<file path="src/t8w_cfg.svh">
`ifndef T8W_CFG_SVH
`define T8W_CFG_SVH

// Register byte offsets on the APB slave.
`define T8W_ADDR_CTRL       8'h00
`define T8W_ADDR_COUNT      8'h04
`define T8W_ADDR_COMPARE    8'h08
`define T8W_ADDR_FLAGS      8'h0C
`define T8W_ADDR_STATUS     8'h10

// Control register field positions.
`define T8W_CTRL_MODE_LSB   0
`define T8W_CTRL_COS_LSB    2
`define T8W_CTRL_FORCE_BIT  4
`define T8W_CTRL_DDR_BIT    5

// Flag register and status register field positions.
`define T8W_FLAG_OVF_BIT    0
`define T8W_FLAG_CMP_BIT    1
`define T8W_STAT_WAVE_BIT   0
`define T8W_STAT_DOWN_BIT   1
`define T8W_STAT_BLOCK_BIT  2
`define T8W_STAT_ACT_LSB    8

// Count limits and reset values.
`define T8W_COUNT_MAX       8'hFF
`define T8W_COUNT_BOTTOM    8'h00
`define T8W_RST_COUNT       8'h00
`define T8W_RST_COMPARE     8'h00
`define T8W_RST_MODE        2'h0
`define T8W_RST_COS         2'h0

`endif

</file>
<file path="src/t8w_pkg.sv">
package t8w_pkg;

    // Encoding order matches the two-bit mode field: 0, 1, 2, 3.
    typedef enum logic [1:0] {
        T8W_NORMAL,
        T8W_PHASE_CORRECT,
        T8W_CLEAR_ON_MATCH,
        T8W_FAST_PWM
    } t8w_mode_e;

    typedef struct packed {
        logic       pin_dir_out;
        logic [1:0] compare_output_sel;
        t8w_mode_e  waveform_mode_sel;
    } t8w_ctrl_s;

    typedef struct packed {
        logic compare_match_flag;
        logic overflow_flag;
    } t8w_flags_s;

endpackage : t8w_pkg

</file>
<file path="src/t8w_timer.sv">
`timescale 1ns/1ps
`include "t8w_cfg.svh"

// Summary of operation
// RL1: Only mode field changes counting sequence.
// RL2: Normal mode counts up, wraps FF to 00.
// RL3: Normal mode sets overflow when count becomes zero.
// RL4: Overflow flag clears when its interrupt is serviced.
// RL5: Clear-on-match mode clears counter on compare match.
// RL6: Clear-on-match compare writes apply immediately.
// RL7: Clear-on-match setting 1 toggles output on match.
// RL8: Output reaches pin only when direction is output.
// RL9: Clear-on-match sets overflow on MAX to zero.
// RL10: Fast PWM counts bottom to MAX, then clears.
// RL11: Fast PWM settings 2/3 clear/set on match.
// RL12: Fast PWM sets overflow each time at MAX.
// RL13: Fast PWM period is 256 ticks.
// RL14: Fast PWM extremes: spike at BOTTOM, constant at MAX.
// RL15: Phase-correct counts up then down, MAX once.
// RL16: Phase-correct resolution fixed at eight bits.
// RL17: Phase-correct output action depends on direction.
// RL18: Phase-correct sets overflow at BOTTOM.
// RL19: Phase-correct period is 510 ticks.
// RL20: Phase-correct extremes give constant output levels.
// RL21: At MAX output takes up-count match result; the code keeps the down-count result when the incoming compare is MAX.
// RL22: Compare flag set one tick after equality.
// RL23: PWM compare writes buffered, loaded at TOP/BOTTOM.
// RL24: Count write blocks match on next tick.
// RL25: Reserved PWM setting leaves output and pin alone.
module t8w_timer (
    input  wire logic        clock,
    input  wire logic        rst_n,
    input  wire logic        timer_tick,
    input  wire logic        overflow_serviced,
    input  wire logic        compare_serviced,
    input  wire logic        psel,
    input  wire logic        penable,
    input  wire logic        pwrite,
    input  wire logic [7:0]  paddr,
    input  wire logic [31:0] pwdata,
    output logic      [31:0] prdata,
    output logic             pready,
    output logic             pslverr,
    output logic             waveform_output,
    output logic             waveform_output_oe,
    output logic             overflow_flag,
    output logic             compare_match_flag
);

    // ------------------------------------------------------------------
    // Declarations
    // ------------------------------------------------------------------
    t8w_pkg::t8w_ctrl_s  ctrl;
    t8w_pkg::t8w_flags_s flags;
    logic [7:0]          count_value;
    logic [7:0]          compare_value;
    logic [7:0]          compare_active;
    logic                count_down;
    logic                match_block;
    logic                wave_state;
    logic                pin_enable;

    logic [7:0]          next_count;
    logic                next_wave;
    logic [31:0]         next_rdata;

    logic                apb_write;
    logic                apb_setup;
    logic                addr_ok;
    logic                ctrl_wr;
    logic                count_wr;
    logic                compare_wr;
    logic                flags_wr;
    logic                force_wr;
    logic                step;
    logic                is_pwm;
    logic                at_max;
    logic                at_bottom;
    logic                match;
    logic                load_buffer;
    logic                ovf_set;
    logic                cmp_set;
    logic                ovf_clr;
    logic                cmp_clr;
    logic                connected;
    logic                up_result;
    logic                match_up;

    // ------------------------------------------------------------------
    // APB decode
    // ------------------------------------------------------------------
    // Zero wait states: read data is captured in the setup cycle so that
    // prdata comes from a flop and still stands in the access cycle.
    assign pready    = 1'b1;
    assign apb_setup = psel && !penable;
    assign apb_write = psel && penable && pwrite;

    always_comb begin
        unique case (paddr)
            `T8W_ADDR_CTRL,
            `T8W_ADDR_COUNT,
            `T8W_ADDR_COMPARE,
            `T8W_ADDR_FLAGS,
            `T8W_ADDR_STATUS: addr_ok = 1'b1;
            default:          addr_ok = 1'b0;
        endcase
    end

    assign pslverr    = psel && penable && !addr_ok;
    assign ctrl_wr    = apb_write && (paddr == `T8W_ADDR_CTRL);
    assign count_wr   = apb_write && (paddr == `T8W_ADDR_COUNT);
    assign compare_wr = apb_write && (paddr == `T8W_ADDR_COMPARE);
    assign flags_wr   = apb_write && (paddr == `T8W_ADDR_FLAGS);
    assign force_wr   = ctrl_wr && pwdata[`T8W_CTRL_FORCE_BIT];

    always_comb begin
        next_rdata = 32'h0000_0000;
        unique case (paddr)
            `T8W_ADDR_CTRL: begin
                next_rdata[`T8W_CTRL_MODE_LSB +: 2] = ctrl.waveform_mode_sel;
                next_rdata[`T8W_CTRL_COS_LSB +: 2]  = ctrl.compare_output_sel;
                next_rdata[`T8W_CTRL_DDR_BIT]       = ctrl.pin_dir_out;
            end
            `T8W_ADDR_COUNT: begin
                next_rdata[7:0] = count_value;
            end
            `T8W_ADDR_COMPARE: begin
                next_rdata[7:0] = compare_value;
            end
            `T8W_ADDR_FLAGS: begin
                next_rdata[`T8W_FLAG_OVF_BIT] = flags.overflow_flag;
                next_rdata[`T8W_FLAG_CMP_BIT] = flags.compare_match_flag;
            end
            `T8W_ADDR_STATUS: begin
                next_rdata[`T8W_STAT_WAVE_BIT]     = wave_state;
                next_rdata[`T8W_STAT_DOWN_BIT]     = count_down;
                next_rdata[`T8W_STAT_BLOCK_BIT]    = match_block;
                next_rdata[`T8W_STAT_ACT_LSB +: 8] = compare_active;
            end
            default: begin
                next_rdata = 32'h0000_0000;
            end
        endcase
    end

    always_ff @(posedge clock) begin
        if (!rst_n) begin
            prdata <= 32'h0000_0000;
        end else if (apb_setup && !pwrite) begin
            prdata <= next_rdata;
        end
    end

    // ------------------------------------------------------------------
    // Control register
    // ------------------------------------------------------------------
    // The force bit is a strobe and is not stored, so it always reads zero.
    always_ff @(posedge clock) begin
        if (!rst_n) begin
            ctrl.waveform_mode_sel  <= t8w_pkg::t8w_mode_e'(`T8W_RST_MODE);
            ctrl.compare_output_sel <= `T8W_RST_COS;
            ctrl.pin_dir_out        <= 1'b0;
        end else if (ctrl_wr) begin
            ctrl.waveform_mode_sel  <=
                t8w_pkg::t8w_mode_e'(pwdata[`T8W_CTRL_MODE_LSB +: 2]);
            ctrl.compare_output_sel <= pwdata[`T8W_CTRL_COS_LSB +: 2];
            ctrl.pin_dir_out        <= pwdata[`T8W_CTRL_DDR_BIT];
        end
    end

    // ------------------------------------------------------------------
    // Counter unit
    // ------------------------------------------------------------------
    // A software write to the count overrides any tick in the same cycle,
    // so every tick-driven event below is qualified with !count_wr.
    assign step      = timer_tick && !count_wr;
    assign is_pwm    = (ctrl.waveform_mode_sel == t8w_pkg::T8W_PHASE_CORRECT) ||
                       (ctrl.waveform_mode_sel == t8w_pkg::T8W_FAST_PWM);
    assign at_max    = (count_value == `T8W_COUNT_MAX);
    assign at_bottom = (count_value == `T8W_COUNT_BOTTOM);
    assign match     = (count_value == compare_active) && !match_block; // [RL24]

    // Only the mode field steers the sequence; the output setting is unused here. [RL1]
    always_comb begin
        next_count = 8'(count_value + 8'h01);
        unique case (ctrl.waveform_mode_sel)
            t8w_pkg::T8W_NORMAL: begin
                next_count = 8'(count_value + 8'h01); // [RL2]
            end
            t8w_pkg::T8W_CLEAR_ON_MATCH: begin
                // Unbuffered top: a top below the count is passed by and the
                // counter wraps through FF before the next match. [RL6]
                if (match) begin
                    next_count = `T8W_COUNT_BOTTOM; // [RL5]
                end
            end
            t8w_pkg::T8W_FAST_PWM: begin
                // Eight-bit wrap gives MAX then BOTTOM, 256 ticks a period. [RL10] [RL13]
                next_count = 8'(count_value + 8'h01);
            end
            t8w_pkg::T8W_PHASE_CORRECT: begin
                // Fixed eight-bit turn points: 255 up plus 255 down. [RL15] [RL16] [RL19]
                if (count_down) begin
                    next_count = at_bottom ? 8'(count_value + 8'h01)
                                           : 8'(count_value - 8'h01);
                end else begin
                    next_count = at_max ? 8'(count_value - 8'h01)
                                        : 8'(count_value + 8'h01);
                end
            end
        endcase
    end

    always_ff @(posedge clock) begin
        if (!rst_n) begin
            count_value <= `T8W_RST_COUNT;
        end else if (count_wr) begin
            count_value <= pwdata[7:0];
        end else if (timer_tick) begin
            count_value <= next_count;
        end
    end

    always_ff @(posedge clock) begin
        if (!rst_n) begin
            count_down <= 1'b0;
        end else if (ctrl.waveform_mode_sel != t8w_pkg::T8W_PHASE_CORRECT) begin
            count_down <= 1'b0;
        end else if (step) begin
            if (!count_down && at_max) begin
                count_down <= 1'b1; // [RL15]
            end else if (count_down && at_bottom) begin
                count_down <= 1'b0;
            end
        end
    end

    // The block survives until a tick has passed, even with the timer stopped.
    always_ff @(posedge clock) begin
        if (!rst_n) begin
            match_block <= 1'b0;
        end else if (count_wr) begin
            match_block <= 1'b1; // [RL24]
        end else if (timer_tick) begin
            match_block <= 1'b0;
        end
    end

    // ------------------------------------------------------------------
    // Compare value and its buffer
    // ------------------------------------------------------------------
    // Both PWM modes load at the MAX tick: that is TOP for the dual slope
    // and the step into BOTTOM for the single slope.
    assign load_buffer = step && is_pwm && at_max; // [RL23]

    always_ff @(posedge clock) begin
        if (!rst_n) begin
            compare_value <= `T8W_RST_COMPARE;
        end else if (compare_wr) begin
            compare_value <= pwdata[7:0];
        end
    end

    always_ff @(posedge clock) begin
        if (!rst_n) begin
            compare_active <= `T8W_RST_COMPARE;
        end else if (compare_wr && !is_pwm) begin
            compare_active <= pwdata[7:0]; // [RL6] [RL23]
        end else if (load_buffer) begin
            compare_active <= compare_value; // [RL23]
        end
    end

    // ------------------------------------------------------------------
    // Flags
    // ------------------------------------------------------------------
    always_comb begin
        unique case (ctrl.waveform_mode_sel)
            t8w_pkg::T8W_PHASE_CORRECT: ovf_set = step && count_down && at_bottom; // [RL18]
            t8w_pkg::T8W_FAST_PWM:      ovf_set = step && at_max; // [RL12]
            t8w_pkg::T8W_CLEAR_ON_MATCH: ovf_set = step && at_max; // [RL9]
            t8w_pkg::T8W_NORMAL:        ovf_set = step && at_max; // [RL3]
        endcase
    end

    assign cmp_set = step && match; // [RL22]
    assign ovf_clr = overflow_serviced ||
                     (flags_wr && pwdata[`T8W_FLAG_OVF_BIT]); // [RL4]
    assign cmp_clr = compare_serviced ||
                     (flags_wr && pwdata[`T8W_FLAG_CMP_BIT]);

    // A set in the same cycle as a clear wins, so no event is lost.
    always_ff @(posedge clock) begin
        if (!rst_n) begin
            flags <= '0;
        end else begin
            flags.overflow_flag      <= ovf_set || (flags.overflow_flag && !ovf_clr); // [RL3]
            flags.compare_match_flag <= cmp_set ||
                                        (flags.compare_match_flag && !cmp_clr);
        end
    end

    assign overflow_flag      = flags.overflow_flag;
    assign compare_match_flag = flags.compare_match_flag;

    // ------------------------------------------------------------------
    // Waveform generator
    // ------------------------------------------------------------------
    // Settings 2 and 3 in PWM: bit 0 is the level a rising match leaves.
    assign up_result = ctrl.compare_output_sel[0];
    // The BOTTOM tick turns the slope upward, so its match counts as rising.
    assign match_up  = !count_down || at_bottom;

    always_comb begin
        next_wave = wave_state;
        if (!is_pwm) begin
            // Forced matches act on the output only, never on flags or count.
            if (force_wr || (step && match)) begin
                unique case (ctrl.compare_output_sel)
                    2'h0: next_wave = wave_state;
                    2'h1: next_wave = !wave_state; // [RL7]
                    2'h2: next_wave = 1'b0;
                    2'h3: next_wave = 1'b1;
                endcase
            end
        end else if (ctrl.compare_output_sel[1] && step) begin
            // Setting 1 is reserved in PWM and falls through untouched. [RL25]
            if (ctrl.waveform_mode_sel == t8w_pkg::T8W_FAST_PWM) begin
                // BOTTOM action beats a match at MAX, so a compare of MAX
                // holds a constant level and zero gives a one-tick spike.
                if (at_max) begin
                    next_wave = !up_result; // [RL11] [RL14]
                end else if (match) begin
                    next_wave = up_result; // [RL11] [RL14]
                end
            end else begin
                // At TOP the rising result is forced, unless the incoming
                // compare is MAX, which keeps the falling result. [RL21]
                if (at_max) begin
                    next_wave = (compare_value == `T8W_COUNT_MAX) ? !up_result
                                                                  : up_result; // [RL20]
                end else if (match) begin
                    next_wave = match_up ? up_result : !up_result; // [RL17] [RL20]
                end
            end
        end
    end

    always_ff @(posedge clock) begin
        if (!rst_n) begin
            wave_state <= 1'b0;
        end else begin
            wave_state <= next_wave;
        end
    end

    // ------------------------------------------------------------------
    // Pin drive
    // ------------------------------------------------------------------
    assign connected = (ctrl.compare_output_sel != 2'h0) &&
                       !(is_pwm && (ctrl.compare_output_sel == 2'h1)); // [RL25]

    always_ff @(posedge clock) begin
        if (!rst_n) begin
            pin_enable <= 1'b0;
        end else begin
            pin_enable <= connected && ctrl.pin_dir_out; // [RL8]
        end
    end

    assign waveform_output    = wave_state;
    assign waveform_output_oe = pin_enable;

endmodule : t8w_timer

</file>
<file path="config.mk">
export PLATFORM = sky130hd
export DESIGN_NAME = t8w_timer
export DESIGN_NICKNAME = d
export VERILOG_FILES = /design/src/t8w_pkg.sv /design/src/t8w_timer.sv
export VERILOG_INCLUDE_DIRS = /design/src
export SDC_FILE = /design/constraint.sdc
export NUM_CORES = 1
export LEC_CHECK = 0
export ABC_AREA = 0
export BUFFER_PORTS_ARGS = -buffer_cell sky130_fd_sc_hd__buf_4
export CORE_MARGIN = 1
export CORE_UTILIZATION = 45
export CTS_CLUSTER_DIAMETER = 200
export DETAILED_ROUTE_END_ITERATION = 8
export PLACE_DENSITY = 0.72
export SYNTH_ARGS = -nofsm -noshare
export SYNTH_HDL_FRONTEND = slang
export SYNTH_SLANG_ARGS = --single-unit
</file>
<file path="constraint.sdc">
create_clock -name clock -period 1.9 [get_ports clock]
set_clock_uncertainty 0.1 [all_clocks]
set_input_delay 0.285 -clock clock [delete_from_list [all_inputs] [get_ports clock]]
set_output_delay 0.285 -clock clock [all_outputs]
set_load 0.01 [all_outputs]
</file>
==> summary by stage, run 1 <==
Critical path
The largest single stage delay on the critical path is 0.54 ns. The setup check on the worst reg-to-reg path leaves a slack of -0.01 ns. Among all stages on the critical path, the largest delay is contributed by sky130_fd_sc_hd__or4_4. For the worst setup path, the data required time is 2.04 ns. The critical path endpoint category is a register. The critical path startpoint category is an input pin. The class of the most critical setup path is input pin to register. Traced cell by cell, the critical path runs through buf_6 > or4_4 > nor4_4 > buf_4 > a211oi_4 > buf_6 > nor2_4 > nand2_1 > a21boi_1. In this design, the critical path's most frequently occurring cell is sky130_fd_sc_hd__buf_6. In this run the worst path has a maximum fanout of 8.

Data arrives at the worst endpoint at 2.10 ns.

Detailed routing
In the routed design, unresolved DRC markers number 0. The mean number of vias per cell is 5.79. The total via count after detailed routing is 3391. The mean routed wirelength per cell is 17.0 um. After detailed routing, the total wire length is 9.96 mm.

The detailed-router iteration count before antenna repair is 5. The detailed router's first-iteration violation count is 255. The residual antenna-violating net count after detailed routing is 0.

Synth
By area the synthesized netlist is led by sky130_fd_sc_hd__dfxtp_1 31%, sky130_fd_sc_hd__a21boi_0 6.4%, sky130_fd_sc_hd__nand2_1 6.4%. The synthesized design contains 0 enable-type register cells. The leading register cell type out of synthesis is sky130_fd_sc_hd__dfxtp_1.

For this run, the register share of the synthesized area comes to 0.310. The cell with the most instances after synthesis is sky130_fd_sc_hd__nand2_1. The post-synthesis sequential element count is 51. Of all flip-flops after synthesis, the portion carrying an async set or reset was 0. The area of the mapped netlist is 3290 sq um. For this run, the number of Yosys warnings is 0. The most area-hungry cell type in the Yosys netlist is sky130_fd_sc_hd__dfxtp_1.

The unique cell type count in the Yosys netlist is 59. After technology mapping, the gate count stands at 408. Each instance of the synthesized netlist takes up on average 8.07 sq um.

The area share of the largest cell type after synthesis is 0.310. Sorting the synthesized cells by how often they occur yields 56 x sky130_fd_sc_hd__nand2_1, 51 x sky130_fd_sc_hd__dfxtp_1, 36 x sky130_fd_sc_hd__nand3_1.

GRT
The number of antenna violations at the first check in global routing is 0. Entering global routing, the biggest net connects 55 pins. The total congestion overflow after global routing is 0. The first global-routing pass estimated 15.6 mm of wire.

The number of global-route vias before repair was 3070. The total routing usage reported by global routing is 0.268.

STA
In the post-route analysis, the smallest setup slack over all paths is -0.0550 ns. For the final routed database, the setup TNS stands at -0.239 ns. The number of max-slew violations in the final report was 0. The top achievable clock speed is 512 MHz. The count of final hold-check violations came to 0. Setup violations remaining at the end of the flow were counted as 9. Dividing the final minimum period by the clock period gives 1.03.

For the finished layout, the period the worst path requires is 1.95 ns. Setup repair after global routing could not meet its margin everywhere.

Finish
The signed area change from the synthesized netlist to the final layout is 33.6%. The number of diodes added for antenna fixing is 0. The end-of-flow core utilization is 0.634. The total non-filler cell area in the finished layout is 4400 sq um.

The final layout contains 544 nets. Of the cells placed in the final design, the portion with a size suffix greater than 1 is 0.357.

Clocking
Buffers inserted during clock tree synthesis total 5. The clock transition at the registers of the reported paths is 0.10 ns. The cell chosen for the clock root is sky130_fd_sc_hd__clkbuf_8. Clock tree synthesis found a total of 51 sinks. The clock tree synthesis step divided the H-tree into 2 levels.

No sink is reached through more buffers than the 2 on the longest clock path. Clock latency on the worst-skew pair, taken at its later pin, is 0.32 ns. TritonCTS built the clock tree.

Placement
The post-placement setup slack is -0.432 ns. The wire-length estimate of the detail-placed layout is 7.20 mm. The count of port buffers added during placement is 44.

The instance area after placement is 3970 sq um. At the end of routability-driven placement, the weighted congestion stood at 0.936.

Power and ir drop
In this run the static leakage power is 1.77 nW. The peak ir drop on the vdd network is 375 uV. The total power per unit cell area is 506 nW/um^2.

Floorplan
The initialized floorplan defines 30 standard-cell rows. The die extent in y is 87.5 um. The floorplan die area is 7660 sq um. The number of placed I/O pins is 86. The x dimension of the die is 87.5 um. The effective utilization at floorplan is 0.474. The core box area is 6940 sq um.

Outcome
The run finished, with violations left. The checks that failed: setup timing.

Run
Max-cap violations in this run came to 0.

Min path
The worst hold path belongs to the class input pin to register.
==> repair_timing <==
action	in CTS	in global routing
setup endpoints to repair	28	34
cloned	1	1
gates resized for setup	41	18
hold buffers	0	0
pin swaps	21	10
buffers inserted	3	5
==> critical path, delay by kind of cell <==
family,cells,cell delay [ns]
AO/OA/AOI/OAI,2,0.21
AND/OR/NAND/NOR,4,1.13
buffers and inverters,3,0.47
==> placed cells by master (no fill, tap or decap), drive strengths merged, types with 3 or more instances in the layout <==
| cell type | instances |
|---|---|
| nand2 | 59 |
| o211ai | 4 |
| dfxtp | 51 |
| mux2i | 4 |
| ha | 6 |
| o22ai | 3 |
| inv | 7 |
| nand4 | 6 |
| xor2 | 13 |
| nor3b | 3 |
| a21boi | 36 |
| and3 | 6 |
| a22o | 3 |
| o21ai | 14 |
| a22oi | 10 |
| a21oi | 8 |
| nand3 | 36 |
| a221oi | 4 |
| or3 | 7 |
| nor4 | 3 |
| clkbuf | 6 |
| nor2 | 20 |
| a31oi | 7 |
| conb | 17 |
| xnor2 | 6 |
| a211oi | 6 |
| buf | 107 |
| nor3 | 8 |
==> flip-flops by register name, summed over array words and instances (netlist names) <==
register / cells
prdata: 16
waveform_output_oe: 1
count_value: 8
match_block: 1
waveform_output: 1
compare_active: 8
count_down: 1
compare_value: 8
ctrl: 5
overflow_flag: 1
compare_match_flag: 1
==> cell families after synthesis <==
| group | count (synthesis) | share of synthesized area |
|---|---|---|
| AO/OA/AOI/OAI | 107 | 0.241 |
| flip-flops | 51 | 0.310 |
| multiplexers | 8 | 0.0327 |
| other | 2 | 0.00228 |
| buffers and inverters | 56 | 0.0923 |
| adder cells (fa/ha/maj) | 6 | 0.0228 |
| AND/OR/NAND/NOR | 159 | 0.248 |
| XOR/XNOR | 19 | 0.0505 |
==> stage by stage <==
step	power [mW]	hold WS [ns]	cells
after floorplan	1.32	0.328	423
after global placement	1.43	0.351	571
after detailed placement	1.43	0.357	571
after CTS	2.21	0.160	582
after global routing	2.28	0.155	586
final	2.23	0.163	586
==> final cells by class <==
cell class	count	area [sq um]
Fill cell	598	2540
Multi-Input combinational cell	317	2240
Sequential cell	51	1030
Timing Repair Buffer	108	871
Tap cell	96	120
Clock buffer	5	68.8
Clock inverter	2	37.5
Inverter	7	28.8
==> power breakdown <==
group | internal [mW] | switching [mW]
combinational | 0.162 | 0.200
sequential | 1.08 | 0.00874
clock | 0.386 | 0.392
==> worst paths after layout <==
check,cells after the start,endpoint,from
worst max register to register,8,waveform_output,count_value[0]
worst min register to register,2,prdata[10],prdata[10]
worst min-delay path,2,count_value[1],pwdata[1]
worst max-delay path,9,compare_active[1],paddr[1]
==> metal layers <==
metal	track usage	routed length [um]	share of wire
met1	0.363	4370	0.44
met2	0.425	4630	0.46
met3	0.0518	697	0.070
met4	0.0999	263	0.026
met5	0	0	0
No activity file was read; power rests on OpenSTA's default activity.
==> run 2, diff against run 1 <==
==> constraint.sdc (replaced) <==
create_clock -name clock -period 1.9 [get_ports clock]
set_clock_uncertainty 0.1 [all_clocks]
set_input_delay 0.38 -clock clock [delete_from_list [all_inputs] [get_ports clock]]
set_output_delay 0.38 -clock clock [all_outputs]
set_load 0.01 [all_outputs]
==> summary by stage, run 2 (same netlist as run 1, synthesis figures left out) <==
Outcome
The run finished, with violations left. The checks that failed: setup timing.

Clocking
The H-tree depth is 2 (unchanged). The clock network latency to the later pin of the worst-skew pair is 0.31 ns (about the same). TritonCTS built the clock tree. The clock buffer count from CTS came to 5 (unchanged). The clock transition at the registers of the reported paths is 0.10 ns (about the same). The post-cts hold buffer count is 0 (unchanged). The clock sink count is 51 (unchanged).

The cell chosen for the clock root is sky130_fd_sc_hd__clkbuf_8. The number of buffers between clock root and the deepest sink is 2 (unchanged).

STA
The worst setup slack after layout is -0.112 ns (-0.0567 ns). The total of endpoints with negative setup slack in the final report was 16 (+7). The count of final hold-check violations is 0 (unchanged). The final critical-path share of the clock period came to 1.06 (+0.0298). The final setup TNS is -0.668 ns (-0.430 ns).

The top achievable clock speed is 497 MHz (-2.8%). The clock period minus worst slack came to 2.01 ns (+0.0567 ns). The number of max-slew violations in the final report is 0 (unchanged). Setup repair after global routing could not meet its margin everywhere.

Floorplan
The die extent in y is 87.5 um (unchanged). The number of cell rows is 30 (unchanged). The effective utilization at floorplan is 0.474 (unchanged).

The x dimension of the die is 87.5 um (unchanged). The core box area was 6940 sq um (unchanged). The number of placed I/O pins came to 86 (unchanged). The floorplan die area was 7660 sq um (unchanged).

Detailed routing
The met3 routed wirelength came to 778 um (+12%). The residual antenna-violating net count after detailed routing is 0 (unchanged). The final routed wirelength across all metal layers came to 10.5 mm (+5.7%). The detailed router used layers up to and including met4. The detailed router's first-iteration violation count was 273 (+7.1%). The mean routed wirelength per cell is 17.8 um (+4.7%). The mean number of vias per cell came to 5.81 (+0.45%). The post-route met1 wirelength is 4.44 mm (+1.6%). The total via count after detailed routing is 3441 (+1.5%). The met2 wire length came to 5.04 mm (+8.9%). The number of remaining DRC errors is 0 (unchanged).

The detailed-router iteration count before antenna repair is 7 (+2).

Critical path
The signal arrival time at the worst endpoint was 2.11 ns (about the same). The flop-to-flop setup slack is -0.09 ns (-0.08 ns). STA classifies the critical path endpoint as a register.

The worst setup path is of the input pin to register kind. The required time of the critical path is 2.00 ns (-0.04 ns). The critical path startpoint category is an input pin. The largest driver fanout on the critical path is 9 (+1).

Placement
The count of port buffers added during placement is 44 (unchanged). The number of cells after detailed placement was 573 (+0.35%). The weighted congestion at the end of routability-driven global placement is 0.928 (-0.80%). The post-detailed-placement half-perimeter wirelength came to 7.20 mm (about the same).

Finish
The library cells used most frequently in the layout, excluding fill and tap cells, are 101 x sky130_fd_sc_hd__buf_4, 52 x sky130_fd_sc_hd__nand2_1, 41 x sky130_fd_sc_hd__dfxtp_1, 33 x sky130_fd_sc_hd__nand3_1, 26 x sky130_fd_sc_hd__a21boi_0. The total number of nets in the final design is 549 (+0.92%). The number of diodes added for antenna fixing is 0 (unchanged). The register with the most flip-flops in the final layout is prdata. The final cell count without fillers is 592 (+1.0%). Relative to the synthesized area, the layout overhead comes to 37.4%. The number of flip-flops under the largest register name is 16 (unchanged). The fraction of final layout cells sized beyond drive strength 1 was 0.399 (+0.0421). The most frequent standard cell in the layout excluding fill and tap cells is sky130_fd_sc_hd__buf_4.

GRT
The total routing usage reported by global routing came to 0.267 (-0.00125). The maximum number of pins on one net before global-route repair is 55 (unchanged). The first-pass GRT wire length was 15.6 mm (-0.40%).

The number of antenna violations at the first check in global routing was 0 (unchanged). The total congestion overflow after global routing is 0 (unchanged). The number of global-route vias before repair came to 3063 (-0.23%).

Power and ir drop
The net load switching power is 0.614 mW (+2.2%). The power share of the clock group came to 0.314 (-0.035). The peak ir drop on the vdd network is 294 uV (-22%). The switching share of power is 0.283 (+0.0127). The internal cell power is 1.56 mW (-4.1%). The total power per unit cell area is 481 nW/um^2 (-5.1%). The share of total power in sequential cells was 0.500 (+0.012). The leakage dissipation was 1.80 nW (+1.4%). The combinational group share of total power was 0.186 (+0.023).

Run
The reported max-cap violation count is 0 (unchanged).

Min path
The class of the most critical hold timing path is input pin to register.
run 2: area by class of cell:
| class | count | area [sq um] |
|---|---|---|
| clock inverter | 2 | 16.3 |
| multi-input combinational | 316 | 2300 |
| tap | 96 | 120 |
| timing repair buffer | 114 | 936 |
| fill | 599 | 2420 |
| clock buffer | 6 | 82.6 |
| inverter | 7 | 28.8 |
| sequential | 51 | 1040 |
run 2: routing by layer:
metal,up-vias,track usage
li1,1596,-
met1,1640,0.368
met2,176,0.435
met3,29,0.0386
met4,0,0.0775
met5,-,0
run 2: power by group through the flow:
stage | clock network, mW | registers (mW) | logic (mW)
floorplan | 0 | 1.11 | 0.204
global placement | 0 | 1.11 | 0.332
detailed placement | 0 | 1.11 | 0.335
CTS | 0.696 | 1.09 | 0.355
global route | 0.743 | 1.09 | 0.432
finish | 0.683 | 1.09 | 0.404
run 2: what timing repair did:
| item | in CTS | in global routing |
|---|---|---|
| pin swaps | 23 | 16 |
| gates resized for setup | 45 | 42 |
| gates cloned | 0 | 1 |
| setup endpoints to repair | 33 | 21 |
| setup buffers | 5 | 7 |
run 2: through the flow:
step           utilization  cell area [sq um]  power (mW)  hold slack [ns]  setup WS (ns)
2_1_floorplan            -               3370        1.31            0.328         -0.163
4_1_cts              0.617               4280        2.14            0.249        -0.0834
3_5_place_dp         0.574               3990        1.45            0.351         -0.487
6_report             0.652               4520        2.17            0.270         -0.112
3_3_place_gp         0.574               3990        1.44            0.343         -0.406
5_1_grt              0.652               4520        2.26            0.273         -0.152
run 2: worst paths after layout:
path | start | depth (start not counted) | to
min reg2reg | ctrl[4] | 2 | waveform_output_oe
max | paddr[1] | 8 | compare_active[0]
max reg2reg | count_value[1] | 8 | waveform_output
min | pwdata[6] | 3 | compare_value[6]
run 2: critical path: stages:
cell	delay [ns]
sky130_fd_sc_hd__buf_6	0.09
sky130_fd_sc_hd__or4_4	0.56
sky130_fd_sc_hd__nor4_4	0.24
sky130_fd_sc_hd__buf_6	0.18
sky130_fd_sc_hd__a211oi_4	0.08
sky130_fd_sc_hd__buf_12	0.16
sky130_fd_sc_hd__a22oi_1	0.32
sky130_fd_sc_hd__a21boi_2	0.11
